## config.mk

```make
export PLATFORM = sky130hd
export DESIGN_NAME = udcrt_timer
export DESIGN_NICKNAME = d
export VERILOG_FILES = /design/src/inc/udcrt_pkg.sv /design/src/udcrt_edge_sync.sv /design/src/udcrt_prescale.sv /design/src/udcrt_timer.sv
export SDC_FILE = /design/constraint.sdc
export NUM_CORES = 1
export LEC_CHECK = 0
export ABC_AREA = 1
export BUFFER_PORTS_ARGS = -buffer_cell sky130_fd_sc_hd__buf_2
export CAP_MARGIN = 20
export CORE_ASPECT_RATIO = 1.5
export CORE_MARGIN = 5
export CORE_UTILIZATION = 60
export CTS_BUF_LIST = sky130_fd_sc_hd__clkbuf_8 sky130_fd_sc_hd__clkbuf_16
export CTS_CLUSTER_DIAMETER = 40
export DETAILED_ROUTE_END_ITERATION = 8
export MAX_ROUTING_LAYER = met4
export PLACE_DENSITY_LB_ADDON = 0.1
export SETUP_SLACK_MARGIN = 0.15
export SYNTH_ARGS = -nofsm -noshare
export SYNTH_HDL_FRONTEND = slang
export SYNTH_SLANG_ARGS = --single-unit
```

## constraint.sdc

```tcl
create_clock -name clk -period 2.7 [get_ports clk]
set_clock_uncertainty 0.1 [all_clocks]
set_input_delay 0.135 -clock clk [delete_from_list [all_inputs] [get_ports clk]]
set_output_delay 0.135 -clock clk [all_outputs]
set_load 0.02 [all_outputs]
```

## src/inc/udcrt_pkg.sv

```systemverilog
// Constants shared by the up/down capture and reload timer
package udcrt_pkg;
    // Register port geometry
    localparam int ADDR_W = 3;
    localparam int DATA_W = 8;
    localparam int CNT_W = 16;
    localparam int PIN_N = 3;

    // Register offsets
    localparam logic [ADDR_W-1:0] ADDR_CNT_LO = 3'h0;
    localparam logic [ADDR_W-1:0] ADDR_CNT_HI = 3'h1;
    localparam logic [ADDR_W-1:0] ADDR_RCAP_LO = 3'h2;
    localparam logic [ADDR_W-1:0] ADDR_RCAP_HI = 3'h3;
    localparam logic [ADDR_W-1:0] ADDR_CTRL = 3'h4;
    localparam logic [ADDR_W-1:0] ADDR_CFG = 3'h5;
    localparam logic [ADDR_W-1:0] ADDR_IRQ_STAT = 3'h6;
    localparam logic [ADDR_W-1:0] ADDR_IRQ_MASK = 3'h7;

    // Control register fields
    localparam int CTL_WRAP_BIT = 7;
    localparam int CTL_EXTF_BIT = 6;
    localparam int CTL_EXTEN_BIT = 3;
    localparam int CTL_RUN_BIT = 2;
    localparam int CTL_CSEL_BIT = 1;
    localparam int CTL_CPRL_BIT = 0;
    localparam logic [DATA_W-1:0] CTL_WR_MASK = 8'h0F;

    // Configuration register fields
    localparam int CFG_DCEN_BIT = 0;
    localparam int CFG_CKSEL_LO = 3;
    localparam int CFG_CKSEL_HI = 4;

    // Interrupt status and mask fields
    localparam int IRQ_WRAP_BIT = 0;
    localparam int IRQ_EXT_BIT = 1;
    localparam int IRQ_W = 2;

    // Pin vector positions
    localparam int PIN_COUNT = 0;
    localparam int PIN_CONTROL = 1;
    localparam int PIN_OSC = 2;

    // Reset values and count constants
    localparam logic [CNT_W-1:0] CNT_RESET = 16'h0000;
    localparam logic [CNT_W-1:0] RCAP_RESET = 16'h0000;
    localparam logic [CNT_W-1:0] CNT_MAX = 16'hFFFF;
    localparam logic [CNT_W-1:0] CNT_ZERO = 16'h0000;
    localparam logic [CNT_W-1:0] CNT_ONE = 16'h0001;
    localparam logic [DATA_W-1:0] BYTE_ZERO = 8'h00;

    // Clock select codes and their division counts
    localparam logic [1:0] CKSEL_SYS = 2'h0;
    localparam logic [1:0] CKSEL_DIV2 = 2'h1;
    localparam logic [1:0] CKSEL_DIV12 = 2'h2;
    localparam logic [1:0] CKSEL_EXT8 = 2'h3;
    localparam logic [3:0] DIV_SYS = 4'h1;
    localparam logic [3:0] DIV_TWO = 4'h2;
    localparam logic [3:0] DIV_TWELVE = 4'hC;
    localparam logic [3:0] DIV_EXT = 4'h8;
    localparam logic [3:0] DIV_CNT_ONE = 4'h1;
    localparam logic [3:0] DIV_CNT_ZERO = 4'h0;

    typedef logic [DATA_W-1:0] udcrt_byte_t;
endpackage : udcrt_pkg

```

## src/udcrt_edge_sync.sv

```systemverilog
// Two-stage pin synchroniser with edge detection
`timescale 1ns/1ps
module udcrt_edge_sync (
    // Clock and reset
    input wire logic clk,
    input wire logic rst_n,
    // Pin side
    input wire logic pinRaw,
    // Synchronised results
    output logic pinLevel,
    output logic pinFall,
    output logic pinRise
);
    logic syncA_r;
    logic syncB_r;
    logic prev_r;

    // First stage feeds only the second stage
    always_ff @(posedge clk or negedge rst_n) begin
        if (!rst_n) begin
            syncA_r <= 1'b0;
            syncB_r <= 1'b0;
            prev_r <= 1'b0;
        end else begin
            syncA_r <= pinRaw;
            syncB_r <= syncA_r;
            prev_r <= syncB_r;
        end
    end

    assign pinLevel = syncB_r;
    // One pulse per detected transition
    assign pinFall = prev_r & ~syncB_r;
    assign pinRise = ~prev_r & syncB_r;
endmodule : udcrt_edge_sync

```

## src/udcrt_prescale.sv

```systemverilog
// Timer clock prescaler producing a one-cycle count tick
`timescale 1ns/1ps
module udcrt_prescale (
    // Clock and reset
    input wire logic clk,
    input wire logic rst_n,
    // Selection and external oscillator edges
    input wire logic [1:0] clkSel,
    input wire logic oscRise,
    // Count tick
    output logic tick
);
    import udcrt_pkg::*;

    logic [3:0] divCnt_r;
    logic tick_r;
    logic srcPulse;
    logic lastStep;

    function automatic logic [3:0] divLimit(input logic [1:0] sel);
        case (sel)
            CKSEL_SYS: divLimit = DIV_SYS;
            CKSEL_DIV2: divLimit = DIV_TWO;
            CKSEL_DIV12: divLimit = DIV_TWELVE;
            default: divLimit = DIV_EXT;
        endcase
    endfunction : divLimit

    assign srcPulse = (clkSel == CKSEL_EXT8) ? oscRise : 1'b1;
    // A select change can leave the count above the new limit; >= recovers at once
    assign lastStep = divCnt_r >= (divLimit(clkSel) - DIV_CNT_ONE);

    always_ff @(posedge clk or negedge rst_n) begin
        if (!rst_n) begin
            divCnt_r <= DIV_CNT_ZERO;
        end else if (srcPulse) begin
            divCnt_r <= lastStep ? DIV_CNT_ZERO : divCnt_r + DIV_CNT_ONE;
        end
    end

    always_ff @(posedge clk or negedge rst_n) begin
        if (!rst_n) begin
            tick_r <= 1'b0;
        end else begin
            tick_r <= srcPulse & lastStep;
        end
    end

    assign tick = tick_r;
endmodule : udcrt_prescale

```

## src/udcrt_timer.sv

```systemverilog
// 16-bit up/down counter/timer with capture and auto-reload modes
//
// The register addresses and strobed register access were decided locally.
`timescale 1ns/1ps
// Summary of operation
// - Count is two software-accessible bytes
// - Clock select: system_clock, /2, /12, oscillator /8
// - Counter select picks count-pin falling edges
// - Decrement enable: control pin sets direction
// - Decrement enable blocks control-pin capture/reload
// - Control-pin fall captures count when enabled
// - Capture sets external flag and interrupt
// - Capture mode overflow sets wrap flag
// - Capture mode down count wraps 0000 to FFFF, flags
// - External enable clear ignores control-pin falls
// - Run bit enables counting; reload default
// - Reload up overflow loads capture value
// - Control-pin fall forces reload when enabled
// - Reload down match loads FFFF, flags
// - Reload mode toggles external flag, no interrupt
// - Wrap events offered to converter triggers
module udcrt_timer #(
    parameter bit ADC_TRIGGER_EN = 1'b1
) (
    // Clock and reset
    input wire logic clk,
    input wire logic rst_n,
    // Register port
    input wire logic [udcrt_pkg::ADDR_W-1:0] regAddr,
    input wire logic [udcrt_pkg::DATA_W-1:0] regWrData,
    input wire logic regWr,
    input wire logic regRd,
    output logic [udcrt_pkg::DATA_W-1:0] regRdData,
    // External pins and oscillator
    input wire logic extCountPin,
    input wire logic extControlPin,
    input wire logic extOscClk,
    // Interrupt and event outputs
    output logic irq,
    output logic adcStartPulse,
    output logic dacUpdatePulse
);
    import udcrt_pkg::*;

    // Software-visible state
    logic [CNT_W-1:0] count_r;
    logic [CNT_W-1:0] count_nxt;
    logic [CNT_W-1:0] rcap_r;
    logic [CNT_W-1:0] rcap_nxt;
    logic wrapFlag_r;
    logic extFlag_r;
    logic extEdgeEnable_r;
    logic runControl_r;
    logic counterSelect_r;
    logic captureReloadSel_r;
    logic decrementEnable_r;
    logic [1:0] clockSelect_r;
    logic [IRQ_W-1:0] irqStat_r;
    logic [IRQ_W-1:0] irqMask_r;
    udcrt_byte_t rdData_r;
    logic irq_r;
    logic adcStart_r;
    logic dacUpdate_r;

    // Pin synchronisers
    logic [PIN_N-1:0] pinRawVec;
    logic [PIN_N-1:0] pinLevelVec;
    logic [PIN_N-1:0] pinFallVec;
    logic [PIN_N-1:0] pinRiseVec;

    // Event decode
    logic timerTick;
    logic countEvent;
    logic countUp;
    logic extEdge;
    logic captureEvt;
    logic reloadEvt;
    logic wrapEvt;
    logic toggleEvt;
    logic extIrqEvt;
    udcrt_byte_t ctrlView;
    udcrt_byte_t cfgView;
    udcrt_byte_t rdMux;

    function automatic logic regHit(input logic strobe, input logic [ADDR_W-1:0] addr,
                                    input logic [ADDR_W-1:0] target);
        regHit = strobe & (addr == target);
    endfunction : regHit

    assign pinRawVec[PIN_COUNT] = extCountPin;
    assign pinRawVec[PIN_CONTROL] = extControlPin;
    assign pinRawVec[PIN_OSC] = extOscClk;

    generate
        for (genvar p = 0; p < PIN_N; p++) begin : g_pin
            udcrt_edge_sync u_sync (
                .clk(clk),
                .rst_n(rst_n),
                .pinRaw(pinRawVec[p]),
                .pinLevel(pinLevelVec[p]),
                .pinFall(pinFallVec[p]),
                .pinRise(pinRiseVec[p])
            );
        end
    endgenerate

    udcrt_prescale u_prescale (
        .clk(clk),
        .rst_n(rst_n),
        .clkSel(clockSelect_r),
        .oscRise(pinRiseVec[PIN_OSC]),
        .tick(timerTick)
    );

    // Count source and direction
    assign countEvent = runControl_r
        & (counterSelect_r ? pinFallVec[PIN_COUNT] : timerTick);
    assign countUp = ~decrementEnable_r | pinLevelVec[PIN_CONTROL];
    // Direction use takes the control pin away from capture and reload
    assign extEdge = pinFallVec[PIN_CONTROL] & extEdgeEnable_r
        & ~decrementEnable_r;
    assign captureEvt = extEdge & captureReloadSel_r;
    assign reloadEvt = extEdge & ~captureReloadSel_r;

    // Wrap detection per mode
    always_comb begin
        wrapEvt = 1'b0;
        if (countEvent) begin
            if (countUp) begin
                wrapEvt = (count_r == CNT_MAX);
            end else if (captureReloadSel_r) begin
                wrapEvt = (count_r == CNT_ZERO);
            end else begin
                wrapEvt = (count_r == rcap_r);
            end
        end
    end

    // A forced reload in the same cycle replaces the wrap's toggle; it flags on its own
    assign toggleEvt = wrapEvt & ~captureReloadSel_r & ~reloadEvt;
    assign extIrqEvt = captureEvt | reloadEvt;

    // Count register: software write wins over counting
    always_comb begin
        count_nxt = count_r;
        if (reloadEvt) begin
            count_nxt = rcap_r;
        end else if (countEvent) begin
            if (countUp) begin
                if (wrapEvt && !captureReloadSel_r) begin
                    count_nxt = rcap_r;
                end else begin
                    count_nxt = count_r + CNT_ONE;
                end
            end else begin
                if (wrapEvt && !captureReloadSel_r) begin
                    count_nxt = CNT_MAX;
                end else begin
                    count_nxt = count_r - CNT_ONE;
                end
            end
        end
        if (regHit(regWr, regAddr, ADDR_CNT_LO)) begin
            count_nxt[7:0] = regWrData;
        end
        if (regHit(regWr, regAddr, ADDR_CNT_HI)) begin
            count_nxt[15:8] = regWrData;
        end
    end

    always_ff @(posedge clk or negedge rst_n) begin
        if (!rst_n) begin
            count_r <= CNT_RESET;
        end else begin
            count_r <= count_nxt;
        end
    end

    // Capture/reload register: a capture wins over a software write
    always_comb begin
        rcap_nxt = rcap_r;
        if (regHit(regWr, regAddr, ADDR_RCAP_LO)) begin
            rcap_nxt[7:0] = regWrData;
        end
        if (regHit(regWr, regAddr, ADDR_RCAP_HI)) begin
            rcap_nxt[15:8] = regWrData;
        end
        if (captureEvt) begin
            rcap_nxt = count_r;
        end
    end

    always_ff @(posedge clk or negedge rst_n) begin
        if (!rst_n) begin
            rcap_r <= RCAP_RESET;
        end else begin
            rcap_r <= rcap_nxt;
        end
    end

    // Wrap flag: hardware set wins over a software clear
    always_ff @(posedge clk or negedge rst_n) begin
        if (!rst_n) begin
            wrapFlag_r <= 1'b0;
        end else if (wrapEvt) begin
            wrapFlag_r <= 1'b1;
        end else if (regHit(regWr, regAddr, ADDR_CTRL)) begin
            wrapFlag_r <= regWrData[CTL_WRAP_BIT];
        end
    end

    // External flag: set by capture or reload, toggled by reload-mode wraps
    always_ff @(posedge clk or negedge rst_n) begin
        if (!rst_n) begin
            extFlag_r <= 1'b0;
        end else if (extIrqEvt) begin
            extFlag_r <= 1'b1;
        end else if (toggleEvt) begin
            extFlag_r <= ~extFlag_r;
        end else if (regHit(regWr, regAddr, ADDR_CTRL)) begin
            extFlag_r <= regWrData[CTL_EXTF_BIT];
        end
    end

    // Control bits
    always_ff @(posedge clk or negedge rst_n) begin
        if (!rst_n) begin
            extEdgeEnable_r <= 1'b0;
            runControl_r <= 1'b0;
            counterSelect_r <= 1'b0;
            captureReloadSel_r <= 1'b0;
        end else if (regHit(regWr, regAddr, ADDR_CTRL)) begin
            extEdgeEnable_r <= regWrData[CTL_EXTEN_BIT];
            runControl_r <= regWrData[CTL_RUN_BIT];
            counterSelect_r <= regWrData[CTL_CSEL_BIT];
            captureReloadSel_r <= regWrData[CTL_CPRL_BIT];
        end
    end

    // Configuration bits
    always_ff @(posedge clk or negedge rst_n) begin
        if (!rst_n) begin
            decrementEnable_r <= 1'b0;
            clockSelect_r <= CKSEL_SYS;
        end else if (regHit(regWr, regAddr, ADDR_CFG)) begin
            decrementEnable_r <= regWrData[CFG_DCEN_BIT];
            clockSelect_r <= regWrData[CFG_CKSEL_HI:CFG_CKSEL_LO];
        end
    end

    // Interrupt status: sticky, cleared by reading; a new event wins
    always_ff @(posedge clk or negedge rst_n) begin
        if (!rst_n) begin
            irqStat_r <= '0;
        end else begin
            if (wrapEvt) begin
                irqStat_r[IRQ_WRAP_BIT] <= 1'b1;
            end else if (regHit(regRd, regAddr, ADDR_IRQ_STAT)) begin
                irqStat_r[IRQ_WRAP_BIT] <= 1'b0;
            end
            // Reload-mode toggles of the external flag raise no interrupt
            if (extIrqEvt) begin
                irqStat_r[IRQ_EXT_BIT] <= 1'b1;
            end else if (regHit(regRd, regAddr, ADDR_IRQ_STAT)) begin
                irqStat_r[IRQ_EXT_BIT] <= 1'b0;
            end
        end
    end

    always_ff @(posedge clk or negedge rst_n) begin
        if (!rst_n) begin
            irqMask_r <= '0;
        end else if (regHit(regWr, regAddr, ADDR_IRQ_MASK)) begin
            irqMask_r <= regWrData[IRQ_W-1:0];
        end
    end

    // Level interrupt, one cycle behind the status it reflects
    always_ff @(posedge clk or negedge rst_n) begin
        if (!rst_n) begin
            irq_r <= 1'b0;
        end else begin
            irq_r <= |(irqStat_r & irqMask_r);
        end
    end

    // Converter triggers
    always_ff @(posedge clk or negedge rst_n) begin
        if (!rst_n) begin
            adcStart_r <= 1'b0;
            dacUpdate_r <= 1'b0;
        end else begin
            adcStart_r <= wrapEvt & ADC_TRIGGER_EN;
            dacUpdate_r <= wrapEvt;
        end
    end

    // Register read views; reserved bits read as zero
    always_comb begin
        ctrlView = BYTE_ZERO;
        ctrlView[CTL_WRAP_BIT] = wrapFlag_r;
        ctrlView[CTL_EXTF_BIT] = extFlag_r;
        ctrlView[CTL_EXTEN_BIT] = extEdgeEnable_r;
        ctrlView[CTL_RUN_BIT] = runControl_r;
        ctrlView[CTL_CSEL_BIT] = counterSelect_r;
        ctrlView[CTL_CPRL_BIT] = captureReloadSel_r;
        cfgView = BYTE_ZERO;
        cfgView[CFG_DCEN_BIT] = decrementEnable_r;
        cfgView[CFG_CKSEL_HI:CFG_CKSEL_LO] = clockSelect_r;
    end

    always_comb begin
        rdMux = BYTE_ZERO;
        case (regAddr)
            ADDR_CNT_LO: rdMux = count_r[7:0];
            ADDR_CNT_HI: rdMux = count_r[15:8];
            ADDR_RCAP_LO: rdMux = rcap_r[7:0];
            ADDR_RCAP_HI: rdMux = rcap_r[15:8];
            ADDR_CTRL: rdMux = ctrlView;
            ADDR_CFG: rdMux = cfgView;
            ADDR_IRQ_STAT: rdMux = {{(DATA_W-IRQ_W){1'b0}}, irqStat_r};
            ADDR_IRQ_MASK: rdMux = {{(DATA_W-IRQ_W){1'b0}}, irqMask_r};
            default: rdMux = BYTE_ZERO;
        endcase
    end

    // Read data stand only in the cycle after the strobe
    always_ff @(posedge clk or negedge rst_n) begin
        if (!rst_n) begin
            rdData_r <= BYTE_ZERO;
        end else if (regRd) begin
            rdData_r <= rdMux;
        end else begin
            rdData_r <= BYTE_ZERO;
        end
    end

    assign regRdData = rdData_r;
    assign irq = irq_r;
    assign adcStartPulse = adcStart_r;
    assign dacUpdatePulse = dacUpdate_r;
endmodule : udcrt_timer

```

=== Yosys cells after proc, flatten, opt, wreduce, memory -nomap -nowiden ===
Index checks and enable logic that the tools add are counted.

* Add/sub/neg operators: 4
* Order comparisons: 1
* Equality and inequality tests: 12
* Multiplexer cells: 27
* Bitwise logic cells: 29
* Reduce and logical (&&, ||, !) cells: 14

{| class="wikitable"
|+ Operators by type and width
! cell !! number
|-
| two-way mux 16 bit || 6
|-
| one-hot mux 8 bit (8 select lines) || 1
|-
| two-way mux 8 bit || 5
|-
| AND 1 bit || 19
|-
| adder 16 x 1 -> 16 bit, second input constant || 1
|-
| == test 16 bit || 1
|-
| == test 16 bit, second input constant || 1
|-
| zero test 16 bit || 1
|-
| subtractor 16 x 1 -> 16 bit, second input constant || 1
|-
| two-way mux 1 bit || 13
|-
| == test 3 bit, second input constant || 4
|-
| one-hot mux 4 bit (3 select lines) || 1
|-
| nonzero test 2 bit || 5
|-
| nonzero test 3 bit || 3
|-
| NOT 1 bit || 7
|-
| == test 3 x 2 -> 1 bit, second input constant || 2
|-
| adder 4 x 1 -> 4 bit, second input constant || 1
|-
| == test 2 bit, second input constant || 2
|-
| greater-or-equal comparator 4 bit || 1
|-
| two-way mux 4 bit || 1
|-
| subtractor 4 x 1 -> 4 bit, second input constant || 1
|-
| == test 3 x 1 -> 1 bit, second input constant || 1
|-
| zero test 3 bit || 1
|-
| AND 2 bit || 1
|-
| other kinds (6) || 7
|}

* Register bits after elaboration: 69
* Input bits: 18

=== Depth between registers and ports, before layout ===
Gate-level depths: netlist (run 1).

* Depth after elaboration: 11
* Gate-level depth with buffers: 18

=== Modules after synthesis ===
From an unflattened synthesis (run 1), not the netlist that was laid out.

* Cell total of the unflattened synthesis: 739
* Area total of the unflattened synthesis: 4879.7 um^2

{| class="wikitable"
|+ By module, submodules not included
! module !! instances !! cells each !! area each (um^2) !! sequential area each (um^2)
|-
| udcrt_timer || 1 || 667 || 4234.1 || 1376.3
|-
| udcrt_prescale || 1 || 51 || 375.4 || 125.1
|-
| udcrt_edge_sync || 3 || 7 || 90.1 || 75.1
|}

=== Worst setup path before layout (run 1) ===
OpenSTA, ideal clock, no wires.

* Path type: register to register
* Start point: register count_r[0]
* End point: register count_r[1]
* Library setup time: 117 ps
* Data arrival time: 1718 ps
* Required time: 2483 ps
* Path slack: 766 ps
* Stages on the path, launching flop included: 16
* Cell sequence: dfrtp_1 ha_1 inv_1 nor2_1 nand2_1 nor2_1 nor2_1 nor2_4 nand3_4 buf_6 nand2_1 nand3_1 nand2_1 nand2_1 nand2_1 nand2_1

* Cells in the longest elaborated chain, start to end: 10
* Elaborated cells between the ends (all ways): 15
* Those cells by class: add/sub (2); eq/ne (2); mux (9); reduce/logical (2)

{| class="wikitable"
|+ Ends and longest elaborated chain
! what !! line !! text
|-
| start, declared || udcrt_timer.sv:46 || <nowiki>logic [CNT_W-1:0] count_r;</nowiki>
|-
| start signal, assigned || udcrt_timer.sv:175 || <nowiki>count_r <= count_nxt;</nowiki>
|-
| parallel branches: the longest is 6 deep, another holds subtractor 16 x 1 -> 16 bit || - ||
|-
| two-way mux 16 bit (*) || udcrt_timer.sv:149 || <nowiki>if (countUp) begin</nowiki>
|-
| two-way mux 16 bit (*) || udcrt_timer.sv:148 || <nowiki>end else if (countEvent) begin</nowiki>
|-
| two-way mux 16 bit (*) || udcrt_timer.sv:146 || <nowiki>if (reloadEvt) begin</nowiki>
|-
| two-way mux 8 bit (*) || udcrt_timer.sv:163 || <nowiki>if (regHit(regWr, regAddr, ADDR_CNT_LO)) begin</nowiki>
|}

Mark *: on every way between the ends. The select of a mux whose other input is x is not followed.
A chain may end at the register's enable or synchronous reset.

=== Final worst setup path (run 1) ===
* Start point: register count_r[3]
* End point: register count_r[0]

* Cells in the longest elaborated chain, start to end: 10
* Elaborated cells between the ends (all ways): 13
* Those cells by class: eq/ne (2); mux (9); reduce/logical (2)

{| class="wikitable"
|+ Ends and longest elaborated chain
! what !! line !! text
|-
| == test 16 bit or zero test 16 bit (tied branches) || udcrt_timer.sv:134, udcrt_timer.sv:132 ||
|-
| two-way mux 1 bit || udcrt_timer.sv:131 || <nowiki>end else if (captureReloadSel_r) begin</nowiki>
|-
| two-way mux 1 bit (*) || udcrt_timer.sv:129 || <nowiki>if (countUp) begin</nowiki>
|-
| two-way mux 1 bit (*) || udcrt_timer.sv:128 || <nowiki>if (countEvent) begin</nowiki>
|-
| logical AND 1 bit (*) || udcrt_timer.sv:150, udcrt_timer.sv:156 ||
|-
| two-way mux 16 bit (on tied branches) || udcrt_timer.sv:156, udcrt_timer.sv:150 ||
|-
| two-way mux 16 bit (*) || udcrt_timer.sv:149 ||
|-
| two-way mux 16 bit (*) || udcrt_timer.sv:148 ||
|-
| two-way mux 16 bit (*) || udcrt_timer.sv:146 ||
|-
| two-way mux 8 bit (*) || udcrt_timer.sv:163 ||
|}

Every way passes the cells marked *; elsewhere a longest branch is shown, timed or not. The select of a mux whose other input is x is not followed.

==> impl_metrics.tcl, run 1 <==
set metrics [dict create \
    crit_fanout 10 \
    antenna_left 0 \
    r2r-start "count_r[3]$_DFFE_PN0P_" \
    worst_hold_path.endpoint "wrapFlag_r$_DFFE_PN0P_" \
    slew_headroom_pct 54.6 \
    p_leak_uw 0.00279 \
    synth.distinct_cells 36 \
    slew_violations 0 \
    start_kind "flip-flop" \
    yosys.area_share.simple_pct 30.4 \
    synthCells 665 \
    required_ns 2.80 \
    reg2reg_slack_ns 0.27 \
    synth_top_family_by_area "simple AND/OR/NAND/NOR gates" \
    first_pass_iters 9 \
    placed_area_um2 4940 \
    die_w_um 81.5 \
    antenna_found_initial 0 \
    fin_setup_tns_ns 0 \
    cts_tree "built" \
    synthFlopType "dfrtp_1" \
    worstHoldPathCells 3 \
    drt-vias-per-instance 6.35 \
    core_area_um2 7560 \
    drv_cap 0 \
    yosysTopAreaCellShare_pct 37.5 \
    syn_avg_cell_area_um2 6.93 \
    post-route-period-util_pct 89.8 \
    dp.cells 798 \
    ys_seq_area_share_pct 37.5 \
    synth_edf_count 0 \
    yosys_register_bits 69 \
    worst_slack_ns 0.274 \
    yosysWarnings 0 \
    synth_xor_area_share_pct 4.56 \
    die_h_um 117 \
    cts.clk_slew.worst_paths_ns 0.06 \
    grt_first_pass_wirelength_um 26800 \
    grt_max_degree 43 \
    busiest_layer "met2" \
    r2r-end "count_r[0]$_DFFE_PN0P_" \
    final_common_cell "nand2_1" \
    syn_nets 691 \
    synthesis.area_um2 4610 \
    drive_above_1_share_pct 12.8 \
    synth_compound_area_share_pct 15.1 \
    synthArstFlopShare_pct 100 \
    cts_root_buffer "clkbuf_16" \
    grt_pass1_vias 5082 \
    crit_type "reg -> reg" \
    yosys.area_share.adder_pct 2.17 \
    hold_path_startpoint "regWrData[7]" \
    std_cell_rows 39 \
    drt-wirelength-per-cell_um 21.4 \
    synth_top_area_cell "dfrtp_1" \
    finalSetupViolCount 0 \
    syn_to_final_growth_pct 15.2 \
    die-area_um2 9570 \
    max_freq_mhz 412 \
    place_congestion 1.10 \
    grt-ovfl-total 0 \
    htree_levels 3 \
    first_iter_violations 604 \
    cts_sinks 69 \
    cts_buffers 9 \
    preCtsSetupSlack_ns 0.244 \
    hold_class "in -> reg" \
    cts.path.max_buffers 2 \
    hold_viol_final 0 \
    num_vias 5219 \
    status "completed" \
    ff2ff_path_depth 13 \
    use_met1_pct 42.1 \
    ys_top_cells_by_area "dfrtp_1 (37%), nand2_1 (19%), inv_1 (7.2%), xor2_1 (4.4%), o21ai_0 (3.7%)" \
    final_area_um2 5310 \
    grtUsageMet3_pct 8.05 \
    route.detailed.drc 0 \
    tightest_slew_ns 0.681 \
    period_needed_ns 2.43 \
    muxShareOfSynthArea_pct 0.217 \
    nets 741 \
    n_antenna_cell 0 \
    p_per_area_nw_per_um2 960 \
    critPathCaptureType "flip-flop" \
    port_buffers 28 \
    ir_drop_mv 0.598 \
    layout.cells.non_filler 822 \
    worstSkewPairLatency_ns 0.34 \
    final_cell_mix "nand2_1 (232), inv_1 (87), dfrtp_1 (65)" \
    totalWireLength_um 17600 \
    rsz0062_at_grt "yes" \
    track_usage_pct 39.0 \
    ios 29 \
    grt_util_met2_pct 59.6 \
    dp_hpwl_um 12900 \
    initial_core_util_pct 60.9 \
    cp.arrival_ns 2.53 \
]
==> registers in the layout (all words and copies together), names as in the netlist, 2 cells and up <==
signal,cells
clockSelect_r,2
count_r,16
g_pin.u_sync.pinLevel,3
g_pin.u_sync.prev_r,3
g_pin.u_sync.syncA_r,3
irqMask_r,2
irqStat_r,2
rcap_r,16
regRdData,8
u_prescale.divCnt_r,4
==> metrics by stage <==
step	utilization (%)	hold WS (ns)	power (µW)
after global placement	65.3	0.0864	3770
final	70.2	0.0538	5100
after global routing	70.2	0.0643	5330
after detailed placement	65.3	0.0963	3820
after CTS	69.6	0.0340	4940
after floorplan	-	-0.261	3020
==> layout make-up <==
| class | instances | area [µm²] |
|---|---|---|
| Clock buffer | 10 | 239 |
| Inverter | 100 | 380 |
| Multi-Input combinational cell | 481 | 2430 |
| Clock inverter | 6 | 38.8 |
| Tap cell | 102 | 128 |
| Sequential cell | 69 | 1730 |
| Timing Repair Buffer | 54 | 360 |
| Fill cell | 630 | 2260 |
==> synthesized netlist by cell type (all sizes together), types with 2 or more instances <==
master and number:
nand2 234, ha 8, o211ai 6, o22ai 10, xor2 23, nand4 8
nand3 32, nor3 14, buf 12, o21ai 37, a21oi 25, o221ai 18
dfrtp 69, a221oi 9, nor2 48, inv 96, o21bai 2, a31oi 3
clkbuf 3, clkinv 4
==> cells by family after synthesis <==
kind of cell             after synthesis
XOR/XNOR                              24
AO/OA/AOI/OAI                        111
adder cells (fa/ha/maj)                8
buffers and inverters                115
flip-flops                            69
multiplexers                           1
AND/OR/NAND/NOR                      337
==> critical path, stage by stage (launching register included) <==
cell and delay (ns):
dfrtp_1 0.49, inv_2 0.19, nand2_1 0.09, nand2_1 0.05, nor2_1 0.11, nand2_1 0.06
nor2_1 0.19, nand3_1 0.12, nand2_2 0.12, nand4_1 0.25, nand2_4 0.23, nand2_1 0.11
nand3_1 0.08, o211ai_1 0.09
==> worst max-delay path by stage <==
stage	endpoint	slack, ns	start
after CTS	count_r[0]$_DFFE_PN0P_	0.24	count_r[0]$_DFFE_PN0P_
after global placement	count_r[0]$_DFFE_PN0P_	0.24	count_r[0]$_DFFE_PN0P_
after global routing	count_r[0]$_DFFE_PN0P_	0.05	count_r[3]$_DFFE_PN0P_
after detailed placement	count_r[0]$_DFFE_PN0P_	0.24	count_r[0]$_DFFE_PN0P_
after floorplan	count_r[1]$_DFFE_PN0P_	0.77	count_r[0]$_DFFE_PN0P_
final	count_r[0]$_DFFE_PN0P_	0.27	count_r[3]$_DFFE_PN0P_
==> per-layer routing <==
layer | share of wire, % | vias up
met3 | 9.5 | 156
li1 | - | 2261
met4 | 11 | 0
met5 | 0 | -
met2 | 46 | 412
met1 | 33 | 2390
==> where the power goes <==
group          switching (µW)  leakage (µW)  internal, µW  total (µW)
clock                     469      0.000134           643        1110
combinational            1470       0.00180           755        2220
sequential                443      0.000862          1320        1760
==> what timing repair did <==
item                       in CTS  in global routing
hold endpoints to repair       31                  0
buffers inserted                0                  3
setup endpoints to repair       0                 16
gates resized for setup         0                  8
hold buffers                    5                  0
Power figures use the tool's default switching activity.
==> run 2: changes to the inputs <==
--- a/config.mk
+++ b/config.mk
@@ -7,7 +7,7 @@
 export LEC_CHECK = 0
 export ABC_AREA = 1
 export BUFFER_PORTS_ARGS = -buffer_cell sky130_fd_sc_hd__buf_2
-export CAP_MARGIN = 20
+export CAP_MARGIN = 0
 export CORE_ASPECT_RATIO = 1.5
 export CORE_MARGIN = 5
 export CORE_UTILIZATION = 60
@@ -15,7 +15,7 @@
 export CTS_CLUSTER_DIAMETER = 40
 export DETAILED_ROUTE_END_ITERATION = 8
 export MAX_ROUTING_LAYER = met4
-export PLACE_DENSITY_LB_ADDON = 0.1
+export PLACE_DENSITY = 0.79
 export SETUP_SLACK_MARGIN = 0.15
 export SYNTH_ARGS = -nofsm -noshare
 export SYNTH_HDL_FRONTEND = slang
==> impl_metrics.tcl, run 2 (synthesis results as in run 1) <==
set metrics [dict create \
    port_buffers 28 \
    nFillCells 662 \
    tightest_slew_ns 0.631 \
    cts_sinks 69 \
    max_freq_mhz 414 \
    ff_latch_area_um2 1730 \
    worstSkewPairLatency_ns 0.34 \
    endpoint "count_r[0]$_DFFE_PN0P_" \
    initial_core_util_pct 60.9 \
    drive_above_1_share_pct 12.2 \
    wl_met3_um 1560 \
    status "completed" \
    cp.arrival_ns 2.52 \
    hold_viol_final 0 \
    nets 742 \
    critPathBufInv 1 \
    worst_slack_ns 0.286 \
    ir_drop_mv 0.629 \
    slew_headroom_pct 57.9 \
    first_iter_violations 738 \
    cts_buffers 9 \
    dp_hpwl_um 12500 \
    cts_tree "built" \
    preCtsSetupSlack_ns 0.201 \
    syn_to_final_growth_pct 16.0 \
    drv_cap 0 \
    die-area_um2 9570 \
    reg2reg_slack_ns 0.29 \
    multi_input_area_um2 2420 \
    p_per_area_nw_per_um2 967 \
    antenna_left 0 \
    n_antenna_cell 0 \
    final_util_pct 70.6 \
    totalWireLength_um 16600 \
    cp_common_cell "nor2_1" \
    p_leak_uw 0.00282 \
    grt_pass1_vias 4794 \
    dr_wl_met2_um 7850 \
    rsz0062_at_grt "yes" \
    die_h_um 117 \
    drt-met1-wl_um 5600 \
    max_stage_delay_ns 0.48 \
    drt-wirelength-per-cell_um 20.2 \
    place_congestion 1.07 \
    hold_ws_ns 0.0527 \
    finalSetupViolCount 0 \
    final_area_um2 5340 \
    track_usage_pct 37.6 \
    first_pass_iters 7 \
    core_area_um2 7560 \
    num_vias 4966 \
    post-route-period-util_pct 89.4 \
    dr.max_layer_used "met4" \
    route.detailed.drc 0 \
    crit_fanout 10 \
    required_ns 2.80 \
    ff2ff_path_depth 12 \
    placed_area_um2 4970 \
    critPathCaptureType "flip-flop" \
    drt-vias-per-instance 6.03 \
    cts.clk_slew.worst_paths_ns 0.06 \
    path_cells "ha_1 > inv_1 > nor2_1 > nand2_1 > nor2_1 > nor2_1 > nor2_4 > nand4_1 > nand2_2 > nand2_1 > nand3_1 > o211ai_1" \
    die_w_um 81.5 \
    cts.path.max_buffers 2 \
    antenna_found_initial 0 \
    std_cell_rows 39 \
    cts_root_buffer "clkbuf_16" \
    fin_setup_tns_ns 0 \
    r2r-end "count_r[0]$_DFFE_PN0P_" \
    start_kind "flip-flop" \
    r2r-start "count_r[0]$_DFFE_PN0P_" \
    period_needed_ns 2.41 \
    final_common_cell "nand2_1" \
    grt_max_degree 70 \
    ios 29 \
    cts_setup_buffers 0 \
    final_cell_mix "nand2_1 (232), inv_1 (88), dfrtp_1 (67)" \
    slew_violations 0 \
    startpoint "count_r[0]$_DFFE_PN0P_" \
    grt_first_pass_wirelength_um 25800 \
    hold_class "in -> reg" \
    slowest_stage "dfrtp_2" \
    htree_levels 3 \
    critPathTopFamily "simple AND/OR/NAND/NOR gates" \
    grt-ovfl-total 0 \
    crit_type "reg -> reg" \
    path_depth 12 \
]
run 2: cell types whose count changed in the layout (fill, tap and decap cells not counted), sizes merged:
cell	before	now
bufinv	0	2
inv	95	98
clkbuf	10	9
clkinv	8	5
buf	49	50
clkinvlp	3	2
run 2: worst min-delay path by stage:
stage,cells after the start,endpoint,start
finish,3,count_r[6]$_DFFE_PN0P_,regWrData[6]
global route,3,runControl_r$_DFFE_PN0P_,regWrData[2]
CTS,3,count_r[6]$_DFFE_PN0P_,regWrData[6]
detailed placement,2,u_prescale.divCnt_r[1]$_DFFE_PN0N_,rst_n
global placement,2,u_prescale.divCnt_r[1]$_DFFE_PN0N_,rst_n
floorplan,0,captureReloadSel_r$_DFFE_PN0P_,rst_n
run 2: worst register-to-register path, cell delays in order (launching register included):
cell,delay [ns]
dfrtp_2,0.48
ha_1,0.18
inv_1,0.06
nor2_1,0.24
nand2_1,0.14
nor2_1,0.10
nor2_1,0.07
nor2_4,0.14
nand4_1,0.18
nand2_2,0.22
nand2_1,0.13
nand3_1,0.13
o211ai_1,0.11
run 2: area by class of cell:
class | instances | share of cell area (%)
clock buffers | 9 | 4.22
clock inverters | 7 | 1.83
inverters | 100 | 7.05
multi-input cells | 481 | 45.3
flip-flops and latches | 69 | 32.4
well taps | 102 | 2.39
repair buffers | 55 | 6.89
run 2: repair_timing:
item,in CTS,in global routing
gates resized for setup,0,2
hold endpoints to repair,73,0
hold buffers,5,0
setup endpoints to repair,0,15
run 2: per-layer routing:
layer	vias to the layer above	global-route usage, %
met4	0	30.5
met3	113	7.44
li1	2262	-
met1	2245	41.5
met5	-	-
met2	346	57.0
run 2: power breakdown:
part	leakage (µW)	internal (µW)	total, µW	switching, µW
registers	0.000864	1320	1750	431
clock network	0.000152	813	1280	472
logic	0.00181	748	2140	1390
total	0.00282	2880	5170	2290
run 2: metrics by stage:
step | power, µW | cells
global route | 5470 | 823
CTS | 5100 | 823
floorplan | 3020 | 665
detailed placement | 3800 | 802
global placement | 3750 | 802
finish | 5170 | 823
